--- config.mk ---
export PLATFORM = sky130hd
export DESIGN_NAME = pcmr_regs
export DESIGN_NICKNAME = d
export VERILOG_FILES = /design/src/hdl/pcmr_sync.v /design/src/hdl/pcmr_regs.v
export VERILOG_INCLUDE_DIRS = /design/src /design/src/shared
export SDC_FILE = /design/constraint.sdc
export NUM_CORES = 1
export LEC_CHECK = 0
export ABC_AREA = 1
export BUFFER_PORTS_ARGS = -buffer_cell sky130_fd_sc_hd__buf_2
export CORE_MARGIN = 1
export CORE_UTILIZATION = 55
export CTS_BUF_LIST = sky130_fd_sc_hd__clkbuf_8
export CTS_CLUSTER_DIAMETER = 50
export DETAILED_ROUTE_END_ITERATION = 12
export GPL_TIMING_DRIVEN = 0
export PLACE_DENSITY = 0.76
export SETUP_SLACK_MARGIN = 0.5
export SLEW_MARGIN = 20
export SYNTH_ARGS = -nofsm -noshare
export SYNTH_HDL_FRONTEND = slang
export SYNTH_HIERARCHICAL = 1
export SYNTH_SLANG_ARGS = --single-unit
--- constraint.sdc ---
create_clock -name CLK -period 1.6 [get_ports CLK]
set_input_delay 0.48 -clock CLK [delete_from_list [all_inputs] [get_ports CLK]]
set_output_delay 0.48 -clock CLK [all_outputs]
set_load 0.01 [all_outputs]
--- src/shared/pcmr_defines.vh ---
// constants for the clause 22 management register bank and its mdio slave
`ifndef PCMR_DEFINES_VH
`define PCMR_DEFINES_VH

// ==========================================================
// register addresses (5-bit management address)
`define PCMR_ADDR_PHY_CONTROL 5'h00
`define PCMR_ADDR_PHY_STATUS 5'h01
`define PCMR_ADDR_PHY_ID_HIGH 5'h02
`define PCMR_ADDR_PHY_ID_LOW 5'h03
`define PCMR_ADDR_IACC_CONTROL 5'h0d
`define PCMR_ADDR_IACC_DATA 5'h0e

// ==========================================================
// phy_control field positions
`define PCMR_CTL_SOFT_RESET 15
`define PCMR_CTL_PCS_LOOPBACK 14
`define PCMR_CTL_SPEED_LOW 13
`define PCMR_CTL_AUTONEG 12
`define PCMR_CTL_POWERDOWN 11
`define PCMR_CTL_ISOLATE 10
`define PCMR_CTL_DUPLEX 8
`define PCMR_CTL_COLL_TEST 7
`define PCMR_CTL_SPEED_HIGH 6
`define PCMR_CTL_ONE_WAY 5
`define PCMR_CTL_RESET 16'h1100

// ==========================================================
// phy_status fields and fixed value
`define PCMR_STAT_FIXED 16'h1009
`define PCMR_STAT_AN_COMPLETE 5
`define PCMR_STAT_LINK 2

// ==========================================================
// indirect access control fields and reset values
`define PCMR_IACC_FUNC_HIGH 15
`define PCMR_IACC_FUNC_LOW 14
`define PCMR_IACC_DEVAD_HIGH 4
`define PCMR_IACC_RESET 16'h0000

// ==========================================================
// mdio frame constants
`define PCMR_OP_WRITE 2'b01
`define PCMR_OP_READ 2'b10
`define PCMR_PREAMBLE_BITS 6'd32
`define PCMR_HDR_LAST 5'd12
`define PCMR_DATA_LAST 5'd15

// ==========================================================
// timing
`define PCMR_CLK_MHZ 20
`define PCMR_SOFT_RESET_NS 1000
`define PCMR_SOFT_RESET_CYC ((`PCMR_SOFT_RESET_NS * `PCMR_CLK_MHZ + 999) / 1000)
`define PCMR_STRAP_CAPTURE 3'd6

`endif

--- src/hdl/pcmr_sync.v ---
// three-stage input synchroniser with agreement filter
`timescale 1ns/1ps

module pcmr_sync
#(
   parameter WIDTH = 1
)
(
   input wire CLK,
   input wire RST_N,
   input wire [WIDTH-1:0] D,
   output reg [WIDTH-1:0] Q
);

   // ==========================================================
   // stages
   reg [WIDTH-1:0] stage1; // metastable catcher, read only by stage2
   reg [WIDTH-1:0] stage2; // second stage
   reg [WIDTH-1:0] stage3; // third stage

   // ==========================================================
   // shift chain, output follows once stages two and three agree
   always @(posedge CLK or negedge RST_N)
   begin
      if (!RST_N)
      begin
         stage1 <= {WIDTH{1'b0}};
         stage2 <= {WIDTH{1'b0}};
         stage3 <= {WIDTH{1'b0}};
         Q <= {WIDTH{1'b0}};
      end
      else
      begin
         stage1 <= D;
         stage2 <= stage1;
         stage3 <= stage2;
         // per bit: take the new level only when agreed
         Q <= (stage2 & ~(stage2 ^ stage3)) | (Q & (stage2 ^ stage3));
      end
   end

endmodule

--- src/hdl/pcmr_regs.v ---
// clause 22 management register bank with its mdio serial slave
//
// Contract
// RULE_01 - control bit 15 self-clearing soft reset, mirrored
// RULE_02 - control bit 14 enables pcs loopback
// RULE_03 - control bit 12 read-only, reads one
// RULE_04 - bit 11 powers down; mdio keeps working
// RULE_05 - power-down reset value comes from strap
// RULE_06 - control bit 10 isolates, resets zero
// RULE_07 - duplex bit 8 always reads one
// RULE_08 - collision test bit 7 reads zero
// RULE_09 - speed select bits read 00
// RULE_10 - one-way enable bit 5 reads zero
// RULE_11 - control register resets to 0x1100
// RULE_12 - identifier registers 0x2/0x3 fixed read-only
// RULE_13 - indirect control top bits select function
// RULE_14 - read-only, reserved bits unchanged, read zero
`timescale 1ns/1ps
`include "pcmr_defines.vh"

module pcmr_regs
#(
   parameter [15:0] ID_HIGH = 16'h5a5a, // arbitrary identifier value
   parameter [5:0] ID_OUI_LOW = 6'h15, // arbitrary identifier value
   parameter [3:0] ID_REVISION = 4'h3, // arbitrary identifier value
   parameter [15:0] SOFT_RESET_CYCLES = `PCMR_SOFT_RESET_CYC
)
(
   input wire CLK,
   input wire RST_N,
   input wire MDC,
   input wire MDIO_IN,
   output reg MDIO_OUT,
   output reg MDIO_OE_N,
   input wire [4:0] PHY_ADDR_STRAP,
   input wire [5:0] MODEL_STRAP,
   input wire POWERDOWN_STRAP,
   input wire LINK_UP,
   input wire AN_COMPLETE,
   output reg SOFT_RESET,
   output reg PCS_LOOPBACK,
   output reg POWER_DOWN,
   output reg ISOLATE,
   output reg [1:0] INDIRECT_FUNCTION,
   output reg [4:0] INDIRECT_DEVAD,
   output reg [15:0] INDIRECT_DATA,
   output reg INDIRECT_WRITE,
   output reg INDIRECT_READ
);

   // ==========================================================
   // frame states, one-hot
   localparam [4:0] S_PRE = 5'h01; // counting preamble ones
   localparam [4:0] S_HDR = 5'h02; // start, opcode and addresses
   localparam [4:0] S_TA = 5'h04; // turnaround
   localparam [4:0] S_RD = 5'h08; // shifting data out
   localparam [4:0] S_WR = 5'h10; // shifting data in

   // ==========================================================
   // declarations
   wire [13:0] sync_q; // filtered pins
   wire mdc_lvl; // filtered mdc
   wire mdio_lvl; // filtered mdio input
   reg mdc_prev; // mdc one cycle ago
   wire mdc_rise; // mdc rising edge seen
   reg [2:0] start_cnt; // cycles since reset release
   reg [4:0] phy_addr; // captured address strap
   reg [5:0] model_num; // captured model strap
   reg pd_strap; // captured power-down strap
   reg [4:0] state; // frame state
   reg [5:0] pre_cnt; // preamble ones seen
   reg [4:0] bit_cnt; // bit within field
   reg [15:0] shift; // serial shift register
   reg is_read; // frame is a read
   reg [4:0] reg_addr; // register addressed
   reg wr_stb; // write strobe to the bank
   reg [15:0] wr_data; // data for the bank
   reg rd_stb; // read strobe, for read side effects
   reg link_latch; // latched-low link status
   reg [15:0] rst_cnt; // soft reset cycles remaining
   wire [12:0] hdr; // complete header with the current bit

   // ==========================================================
   // pin synchroniser: mdc, mdio and straps
   pcmr_sync #(.WIDTH(14)) u_sync
   (
      .CLK(CLK),
      .RST_N(RST_N),
      .D({POWERDOWN_STRAP, MODEL_STRAP, PHY_ADDR_STRAP, MDIO_IN, MDC}),
      .Q(sync_q)
   );

   assign mdc_lvl = sync_q[0];
   assign mdio_lvl = sync_q[1];
   assign mdc_rise = mdc_lvl & ~mdc_prev;
   assign hdr = {shift[11:0], mdio_lvl};

   // ==========================================================
   // read value of one register
   function [15:0] rd_value;
      input [4:0] addr;
      begin
         rd_value = 16'h0000; // unmapped and reserved read zero RULE_14
         case (addr)
            `PCMR_ADDR_PHY_CONTROL:
            begin
               rd_value[`PCMR_CTL_SOFT_RESET] = SOFT_RESET; // RULE_01
               rd_value[`PCMR_CTL_PCS_LOOPBACK] = PCS_LOOPBACK; // RULE_02
               rd_value[`PCMR_CTL_SPEED_LOW] = 1'b0; // RULE_09
               rd_value[`PCMR_CTL_AUTONEG] = 1'b1; // RULE_03
               rd_value[`PCMR_CTL_POWERDOWN] = POWER_DOWN; // RULE_04
               rd_value[`PCMR_CTL_ISOLATE] = ISOLATE; // RULE_06
               rd_value[`PCMR_CTL_DUPLEX] = 1'b1; // RULE_07
               rd_value[`PCMR_CTL_COLL_TEST] = 1'b0; // RULE_08
               rd_value[`PCMR_CTL_SPEED_HIGH] = 1'b0; // RULE_09
               rd_value[`PCMR_CTL_ONE_WAY] = 1'b0; // RULE_10
            end
            `PCMR_ADDR_PHY_STATUS:
            begin
               rd_value = `PCMR_STAT_FIXED;
               rd_value[`PCMR_STAT_AN_COMPLETE] = AN_COMPLETE;
               rd_value[`PCMR_STAT_LINK] = link_latch;
            end
            `PCMR_ADDR_PHY_ID_HIGH:
               rd_value = ID_HIGH; // RULE_12
            `PCMR_ADDR_PHY_ID_LOW:
               rd_value = {ID_OUI_LOW, model_num, ID_REVISION}; // RULE_12
            `PCMR_ADDR_IACC_CONTROL:
               rd_value = {INDIRECT_FUNCTION, 9'h000, INDIRECT_DEVAD}; // RULE_13
            `PCMR_ADDR_IACC_DATA:
               rd_value = INDIRECT_DATA;
            default:
               rd_value = 16'h0000;
         endcase
      end
   endfunction

   // ==========================================================
   // strap capture a few cycles after reset release
   always @(posedge CLK or negedge RST_N)
   begin
      if (!RST_N)
      begin
         start_cnt <= 3'h0;
         phy_addr <= 5'h00;
         model_num <= 6'h00;
         pd_strap <= 1'b0;
      end
      else
      begin
         // count until the synchroniser has settled
         if (start_cnt != `PCMR_STRAP_CAPTURE)
         begin
            start_cnt <= start_cnt + 3'h1;
         end
         // capture once, when the filtered straps are valid
         if (start_cnt == `PCMR_STRAP_CAPTURE - 3'h1)
         begin
            phy_addr <= sync_q[6:2];
            model_num <= sync_q[12:7];
            pd_strap <= sync_q[13]; // RULE_05
         end
      end
   end

   // ==========================================================
   // mdio frame engine, advances on each mdc rising edge
   always @(posedge CLK or negedge RST_N)
   begin
      if (!RST_N)
      begin
         mdc_prev <= 1'b0;
         state <= S_PRE;
         pre_cnt <= 6'h00;
         bit_cnt <= 5'h00;
         shift <= 16'h0000;
         is_read <= 1'b0;
         reg_addr <= 5'h00;
         wr_stb <= 1'b0;
         wr_data <= 16'h0000;
         rd_stb <= 1'b0;
         MDIO_OUT <= 1'b1;
         MDIO_OE_N <= 1'b1;
      end
      else
      begin
         mdc_prev <= mdc_lvl;
         wr_stb <= 1'b0;
         rd_stb <= 1'b0;
         if (mdc_rise)
         begin
            case (state)
               S_PRE:
               begin
                  // ones fill the preamble, a zero after a full one starts
                  if (mdio_lvl)
                  begin
                     if (pre_cnt != `PCMR_PREAMBLE_BITS)
                     begin
                        pre_cnt <= pre_cnt + 6'h01;
                     end
                  end
                  else if (pre_cnt == `PCMR_PREAMBLE_BITS)
                  begin
                     state <= S_HDR;
                     bit_cnt <= 5'h00;
                     shift <= 16'h0000;
                  end
                  else
                  begin
                     pre_cnt <= 6'h00;
                  end
               end
               S_HDR:
               begin
                  shift <= {shift[14:0], mdio_lvl};
                  bit_cnt <= bit_cnt + 5'h01;
                  if (bit_cnt == `PCMR_HDR_LAST)
                  begin
                     pre_cnt <= 6'h00;
                     bit_cnt <= 5'h00;
                     // accept only a valid start, opcode and our address
                     if (hdr[12] && (hdr[9:5] == phy_addr) &&
                         ((hdr[11:10] == `PCMR_OP_READ) ||
                          (hdr[11:10] == `PCMR_OP_WRITE)))
                     begin
                        state <= S_TA;
                        reg_addr <= hdr[4:0];
                        is_read <= (hdr[11:10] == `PCMR_OP_READ);
                        if (hdr[11:10] == `PCMR_OP_READ)
                        begin
                           shift <= rd_value(hdr[4:0]);
                           rd_stb <= 1'b1;
                        end
                     end
                     else
                     begin
                        state <= S_PRE;
                     end
                  end
               end
               S_TA:
               begin
                  bit_cnt <= bit_cnt + 5'h01;
                  if (bit_cnt == 5'h00)
                  begin
                     // second turnaround bit driven low on reads
                     if (is_read)
                     begin
                        MDIO_OUT <= 1'b0;
                        MDIO_OE_N <= 1'b0;
                     end
                  end
                  else
                  begin
                     bit_cnt <= 5'h00;
                     if (is_read)
                     begin
                        state <= S_RD;
                        MDIO_OUT <= shift[15];
                        shift <= {shift[14:0], 1'b0};
                     end
                     else
                     begin
                        state <= S_WR;
                     end
                  end
               end
               S_RD:
               begin
                  bit_cnt <= bit_cnt + 5'h01;
                  if (bit_cnt == `PCMR_DATA_LAST)
                  begin
                     // last bit sampled by the host, release the line
                     MDIO_OUT <= 1'b1;
                     MDIO_OE_N <= 1'b1;
                     state <= S_PRE;
                  end
                  else
                  begin
                     MDIO_OUT <= shift[15];
                     shift <= {shift[14:0], 1'b0};
                  end
               end
               S_WR:
               begin
                  shift <= {shift[14:0], mdio_lvl};
                  bit_cnt <= bit_cnt + 5'h01;
                  if (bit_cnt == `PCMR_DATA_LAST)
                  begin
                     wr_stb <= 1'b1;
                     wr_data <= {shift[14:0], mdio_lvl};
                     state <= S_PRE;
                  end
               end
               default:
               begin
                  state <= S_PRE;
                  pre_cnt <= 6'h00;
                  MDIO_OE_N <= 1'b1;
               end
            endcase
         end
      end
   end

   // ==========================================================
   // register bank; mdio stays live in every control mode
   always @(posedge CLK or negedge RST_N)
   begin
      if (!RST_N)
      begin
         SOFT_RESET <= 1'b0; // RULE_11
         PCS_LOOPBACK <= 1'b0; // RULE_11
         POWER_DOWN <= 1'b0;
         ISOLATE <= 1'b0; // RULE_06
         INDIRECT_FUNCTION <= 2'b00; // function field of the all-zero reset value
         INDIRECT_DEVAD <= 5'h00;
         INDIRECT_DATA <= 16'h0000;
         INDIRECT_WRITE <= 1'b0;
         INDIRECT_READ <= 1'b0;
         rst_cnt <= 16'h0000;
         link_latch <= 1'b0;
      end
      else
      begin
         INDIRECT_WRITE <= 1'b0;
         INDIRECT_READ <= 1'b0;
         // latched-low link: a read reloads, a failure wins
         if (rd_stb && (reg_addr == `PCMR_ADDR_PHY_STATUS))
         begin
            link_latch <= LINK_UP;
         end
         else if (!LINK_UP)
         begin
            link_latch <= 1'b0;
         end
         // strap value becomes the power-down default
         if (start_cnt == `PCMR_STRAP_CAPTURE - 3'h1)
         begin
            POWER_DOWN <= sync_q[13]; // RULE_05
         end
         if (rd_stb && (reg_addr == `PCMR_ADDR_IACC_DATA))
         begin
            INDIRECT_READ <= 1'b1; // RULE_13
         end
         if (SOFT_RESET)
         begin
            // soft reset running; at its end the bank returns to defaults
            if (rst_cnt <= 16'h0001)
            begin
               SOFT_RESET <= 1'b0; // RULE_01
               PCS_LOOPBACK <= 1'b0;
               POWER_DOWN <= pd_strap; // RULE_05
               ISOLATE <= 1'b0;
               INDIRECT_FUNCTION <= 2'b00;
               INDIRECT_DEVAD <= 5'h00;
               INDIRECT_DATA <= 16'h0000;
               rst_cnt <= 16'h0000;
            end
            else
            begin
               rst_cnt <= rst_cnt - 16'h0001;
            end
         end
         else if (wr_stb)
         begin
            case (reg_addr)
               `PCMR_ADDR_PHY_CONTROL:
               begin
                  // only writable bits change; fixed bits ignore writes RULE_14
                  if (wr_data[`PCMR_CTL_SOFT_RESET])
                  begin
                     SOFT_RESET <= 1'b1; // RULE_01
                     rst_cnt <= SOFT_RESET_CYCLES;
                  end
                  PCS_LOOPBACK <= wr_data[`PCMR_CTL_PCS_LOOPBACK]; // RULE_02
                  POWER_DOWN <= wr_data[`PCMR_CTL_POWERDOWN]; // RULE_04
                  ISOLATE <= wr_data[`PCMR_CTL_ISOLATE]; // RULE_06
               end
               `PCMR_ADDR_IACC_CONTROL:
               begin
                  INDIRECT_FUNCTION <= wr_data[`PCMR_IACC_FUNC_HIGH:`PCMR_IACC_FUNC_LOW]; // RULE_13
                  INDIRECT_DEVAD <= wr_data[`PCMR_IACC_DEVAD_HIGH:0];
               end
               `PCMR_ADDR_IACC_DATA:
               begin
                  INDIRECT_DATA <= wr_data;
                  INDIRECT_WRITE <= 1'b1; // RULE_13
               end
               default:
               begin
                  // read-only and unmapped addresses ignore writes RULE_14
                  INDIRECT_WRITE <= 1'b0;
               end
            endcase
         end
      end
   end

endmodule

Yosys cells after proc, flatten, opt, wreduce, memory -nomap -nowiden
Index checks and enable logic that the tools add are counted.
Operators by class
  $add $sub $neg: 4
  $lt $le $gt $ge: 1
  eq/ne operators: 35
  mux-type cells: 87
  bitwise operators: 9
  reduce and logical (&&, ||, !) cells: 31
Operator list (number)
  16-bit two-way mux: 17
  16-bit one-hot mux with 5 select lines: 1
  5-bit two-way mux: 14
  5-bit one-hot mux with 4 select lines: 2
  1-bit two-way mux: 37
  6-bit one-hot mux with 6 select lines: 1
  5-bit by 4-bit equality test with 1-bit output (second input constant): 7
  14-bit bitwise AND: 2
  5-bit one-hot mux with 5 select lines: 1
  6-bit two-way mux: 4
  4-bit one-hot mux with 5 select lines: 1
  6-bit one-hot mux with 3 select lines: 1
  3-bit AND reduction: 6
  16-bit by 1-bit less-or-equal comparator with 1-bit output (second input constant): 1
  2-bit inequality test (second input constant): 8
  16-bit by 1-bit subtractor with 16-bit output (second input constant): 1
  5-bit by 1-bit equality test with 1-bit output (second input constant): 3
  5-bit by 2-bit equality test with 1-bit output (second input constant): 3
  5-bit zero test: 3
  14-bit inverter: 1
  14-bit OR: 1
  14-bit bitwise XOR: 1
  2-bit nonzero test: 6
  5-bit AND reduction: 2
  other kinds (29): 43
Storage, ports and cells
  register bits: 176
  input bits: 18
  output and inout port bits: 31
  logic and storage cells: 198

Logic depth before layout (Yosys ltp)
  word-level depth: 7
  depth in mapped cells: 13
  depth with buffers taken out: 13

Hierarchy
Netlist, hierarchy kept.
By module, submodules not included
  pcmr_regs: times used 1, cells each 812, area each 6288.5 um^2, seq. area each 3006.6 um^2
  pcmr_sync: times used 1, cells each 112, area each 1629.1 um^2, seq. area each 1401.3 um^2

Least setup slack after synthesis
OpenSTA, ideal clock, no wires.
  path kind: register -> register
  start point: reg shift[9]
  end point: reg reg_addr[1]
  library setup time: 124 ps
  arrival: 1604 ps
  required time: 1476 ps
  setup slack: -127 ps
  cell stages (with the launch flop): 12
  path buffers: 1
  period minus slack after synthesis: 1727 ps
  cells stage by stage: dfrtp_1 > inv_1 > ha_1 > nor2_1 > nand2_1 > nor2_1 > nand3_1 > nor2_1 > nand3_1 > buf_2 > nand2_1 > o21ai_1
On the way
  word-level cells in the longest chain between the ends: 4
  elaborated cells between the ends (all ways): 5
  classes of those cells: 2 x eq/ne; 3 x reduce/logical
Ends and longest elaborated chain
  start: declaration: RTL line pcmr_regs.v:73  | reg [15:0] shift;
  start signal: assignment: RTL line pcmr_regs.v:216  | shift <= {shift[14:0], mdio_lvl};
  start signal: assignment: RTL line pcmr_regs.v:232  | shift <= rd_value(hdr[4:0]);
  start signal: assignment: RTL line pcmr_regs.v:261  | shift <= {shift[14:0], 1'b0};
  2-bit equality test (no source line) / 2-bit by 1-bit equality test with 1-bit output (equally long branches)
  1-bit logical OR (*): RTL line pcmr_regs.v:224  | ((hdr[11:10] == `PCMR_OP_READ) ||
  1-bit logical AND (*): RTL line pcmr_regs.v:223  | if (hdr[12] && (hdr[9:5] == phy_addr) &&
  4-bit AND reduction (no source line) (*)
  end signal: assignment: RTL line pcmr_regs.v:228  | reg_addr <= hdr[4:0];
  end: declaration: RTL line pcmr_regs.v:75  | reg [4:0] reg_addr;
Every way passes the cells marked *; elsewhere a longest branch is shown, timed or not.
A chain may end at the register's enable or synchronous reset.

Worst setup path in the final report
  start point: reg shift[9]
  end point: reg shift[12]
On the way
  word-level cells in the longest chain between the ends: 6
  elaborated cells between the ends (all ways): 8
  classes of those cells: 2 x eq/ne; 4 x mux; 2 x reduce/logical
Ends and longest elaborated chain
  2-bit equality test (no source line) / 2-bit by 1-bit equality test with 1-bit output (equally long branches)
  1-bit logical OR: RTL line pcmr_regs.v:224
  1-bit logical AND: RTL line pcmr_regs.v:223
  16-bit two-way mux (*): RTL line pcmr_regs.v:223
  16-bit two-way mux (*): RTL line pcmr_regs.v:218  | if (bit_cnt == `PCMR_HDR_LAST)
  16-bit one-hot mux with 5 select lines (*): RTL line pcmr_regs.v:192  | case (state)
Marks and branches as above.

==> metrics.md <==
| Metric | Value |
|---|---|
| Result of the run | complete, but fails checks |
| Failing checks | setup timing |
| Clock sink count | 176 |
| Final min period | 2.11 ns |
| Simple-Gate Fraction of Synth Area | 24.8% |
| Ports | 49 |
| Initial DRC count | 1250 |
| Synthesis warning total | 6 |
| Setup ws final | -0.507 ns |
| Final WL | 29300 um |
| Crit-path cells | inv_2, ha_4, nor2_4, nand2_2, nor2_4, nand2_1, nor2_4, nand3_4, o21ai_0, o21ai_1 |
| Drt wl/cell | 21.8 um |
| Width of the die | 122 um |
| Max FO, Critical Path | 7 |
| Layout area overhead | 47.8% |
| Req. time, crit path | 1.96 ns |
| Max-cap violations | 0 |
| Cell count after synthesis | 924 |
| Die area | 14900 um2 |
| Fin. max-slew vios | 0 |
| Inst Count DP | 1153 |
| Slew HR | 51.1% |
| Via/cell ratio | 6.24 |
| Cell Pwr Density | 1050 nW/um2 |
| Initial antenna violation count | 0 |
| Final setup viols | 102 |
| Routability cong. | 0.944 |
| Port buffer count | 48 |
| CTS H-tree lvls | 4 |
| Final nets | 1175 |
| RSZ-0062 raised after global routing | yes |
| Synth Area in Compound Gates | 9.58% |
| Clock latency on the worst-skew pair | 0.49 ns |
| Final Cycle Share | 132% |
| Final Util | 83.7% |
| Routed Antenna Nets | 0 |
| Cell variety after synth | 42 |
| Post-synth EDFFs | 0 |
| DRC violations left | 0 |
| Clock Tree Buf Depth | 2 |
| Finished Layout Cells | 1339 |
| Commonest non-fill, non-tap cells in the layout | nand2_1 (169), dfrtp_1 (164), buf_4 (106), inv_1 (85), nand2_2 (53) |
| Number of synthesized register bits | 176 |
| Total Routing Usage GR | 32.4% |
| Vias in the first global route | 7374 |
| Crit path max-delay family | simple AND/OR/NAND/NOR gates |
| Worst path bufs/invs | 1 |
| Gr ovfl total | 0 |
| Largest family of logic cells by synthesized area | simple AND/OR/NAND/NOR gates |
| Crit Path Category | flop to flop |
| Post-Synth Adder-Cell Area | 1.74% |
| Post-synthesis cell area | 7920 um2 |
| Starting Density | 56.6% |
| Multiplexer share of the synthesized area | 0% |
| Slowest cell on the critical path | dfrtp_1 |
| Clock Skews | 0.0172 ns |
| CTS root buf | clkbuf_8 |
| Hold Buf Count CTS | 0 |
| Startpoint types | flop |
| Final hold vios | 0 |
| CTS clk-pin slew, worst paths | 0.11 ns |
| Syn_nets | 953 |
| Leakage | 5.70 nW |
| VDD IR-drop max | 0.936 mV |
| Slew at the pin closest to its max-slew limit | 0.733 ns |
| Syn_area_per_cell | 8.57 um2 |
| Die height | 122 um |
| Hold crit path type | input port to asynchronous set/reset pin |
| Antenna Cells | 0 |
| # rows | 43 |
| Critical Path Most Common Cell | nor2_4 |
| Design Power | 12.3 mW |
| TritonCTS clock tree | yes |
| Num CTS Buffers | 17 |
| Vias | 8355 |
| Most common cell after layout, fill and taps aside | nand2_1 |
| CP arrival | 2.47 ns |
| Peak Freq | 0.475 GHz |
| Core area | 14000 um2 |
| Post-synthesis xor/xnor area fraction | 1.33% |
| Initial DRT Pass Iterations | 10 |
| First-pass GRT wire length | 36500 um |
| Top FF cell, synth | dfrtp_1 |
| CP peak stage delay | 0.42 ns |
| Asr flop ratio synth | 100% |
| Detail Placement HPWL | 12800 um |
| Setup_tns | -25.82 ns |
| Seq/Total Area, Yosys | 55.7% |
| CP Capture Type | flop |
| Pin count of the biggest net entering global routing | 97 |
| Ratio of cells with drive above 1 in the final layout | 46.8% |
[synth_stat cells, drive strengths merged, types with 2 or more instances]
| cell | instances | area share, % |
|---|---|---|
| o22ai | 6 | 0.47 |
| o31ai | 5 | 0.47 |
| buf | 12 | 0.98 |
| xnor2 | 4 | 0.44 |
| clkinv | 3 | 0.14 |
| nand4 | 15 | 1.4 |
| a21boi | 8 | 0.85 |
| dfstp | 3 | 1.0 |
| inv | 116 | 5.5 |
| nand2 | 250 | 12 |
| nand3b | 2 | 0.19 |
| ha | 11 | 1.7 |
| o21ai | 86 | 5.5 |
| nand3 | 72 | 4.8 |
| dfrtp | 173 | 55 |
| a21oi | 22 | 1.4 |
| nor2 | 97 | 5.1 |
| a31oi | 2 | 0.16 |
| o211ai | 3 | 0.28 |
| xor2 | 8 | 0.88 |
| nor4 | 2 | 0.16 |
| clkbuf | 6 | 0.28 |
| nor3 | 13 | 1.1 |
[per-stage QoR]
step,hold WS [ns],setup slack (ns),cell area [um2]
2_1_floorplan,0.184,-0.0877,8260
3_3_place_gp,0.332,-2.68,8730
3_5_place_dp,0.336,-0.471,8770
4_1_cts,0.0427,-0.206,10800
5_1_grt,0.0645,-0.594,11700
6_report,0.0188,-0.507,11700
[logic make-up after synthesis]
| group | Yosys count |
|---|---|
| AOI/OAI and AO/OA | 136 |
| DFF | 176 |
| xor gates and xnor gates | 12 |
| and+or+nand+nor | 452 |
| adders and majority gates | 11 |
| buffers and inverters | 137 |
[where the power goes]
part | internal [mW] | switching [mW] | leakage, nW
clock network | 1.44 | 1.85 | 0.206
logic | 1.35 | 2.29 | 3.24
registers | 4.85 | 0.498 | 2.25
[worst reg2reg max path: stages (launching register included)]
cell and delay, ns:
dfrtp_1 0.42, inv_2 0.09, ha_4 0.20, nor2_4 0.08
nand2_2 0.07, nor2_4 0.16, nand2_1 0.23, nor2_4 0.23
nand3_4 0.15, o21ai_0 0.26, o21ai_1 0.10
[timing repair]
action | in CTS | in global routing
buffers inserted | 105 | 39
gates cloned | 9 | 1
pin swaps | 57 | 47
endpoints found under the setup margin | 145 | 149
gates resized for setup | 186 | 167
[cell type report]
class | count | area, um2
plain buffers | 18 | 230
clock buffers | 17 | 234
clock inverters | 15 | 178
fillers | 671 | 2280
inverters | 119 | 503
multi-input cells | 612 | 4210
flip-flops and latches | 176 | 4420
well taps | 180 | 225
repair buffers | 202 | 1700
[registers in the layout, indices dropped and copies added, names as in the netlist, 6 cells and up, named ones only]
name and cells:
INDIRECT_DATA 16, rst_cnt 16, shift 16, wr_data 16
u_sync/stage1 14, u_sync/stage2 14, u_sync/stage3 14, model_num 6
pre_cnt 6
[metal layers]
metal  up-vias  GRT usage [%]  share of wire, %
li1       3442              -                 -
met1      3989           39.6                35
met2       665           54.0                47
met3       259           6.88               9.9
met4         0           16.8               8.6
met5         -              0                 0
[final timing paths]
check | from | endpoint | slack (ns) | cells after the start
worst min-delay path | RST_N | u_sync/stage1[0]$_DFF_PN0_ | 0.02 | 1
worst min register to register | u_sync/stage1[2]$_DFF_PN0_ | u_sync/stage2[2]$_DFF_PN0_ | 0.35 | 0
worst max-delay path | shift[9]$_DFFE_PN0P_ | shift[12]$_DFFE_PN0P_ | -0.51 | 10
max in group asynchronous | RST_N | rst_cnt[3]$_DFFE_PN0P_ | 0.71 | 2
worst max register to register | shift[9]$_DFFE_PN0P_ | shift[12]$_DFFE_PN0P_ | -0.51 | 10
min in group CLK | MDC | u_sync/stage1[0]$_DFF_PN0_ | 0.09 | 1
No activity file was read; power rests on OpenSTA's default activity.
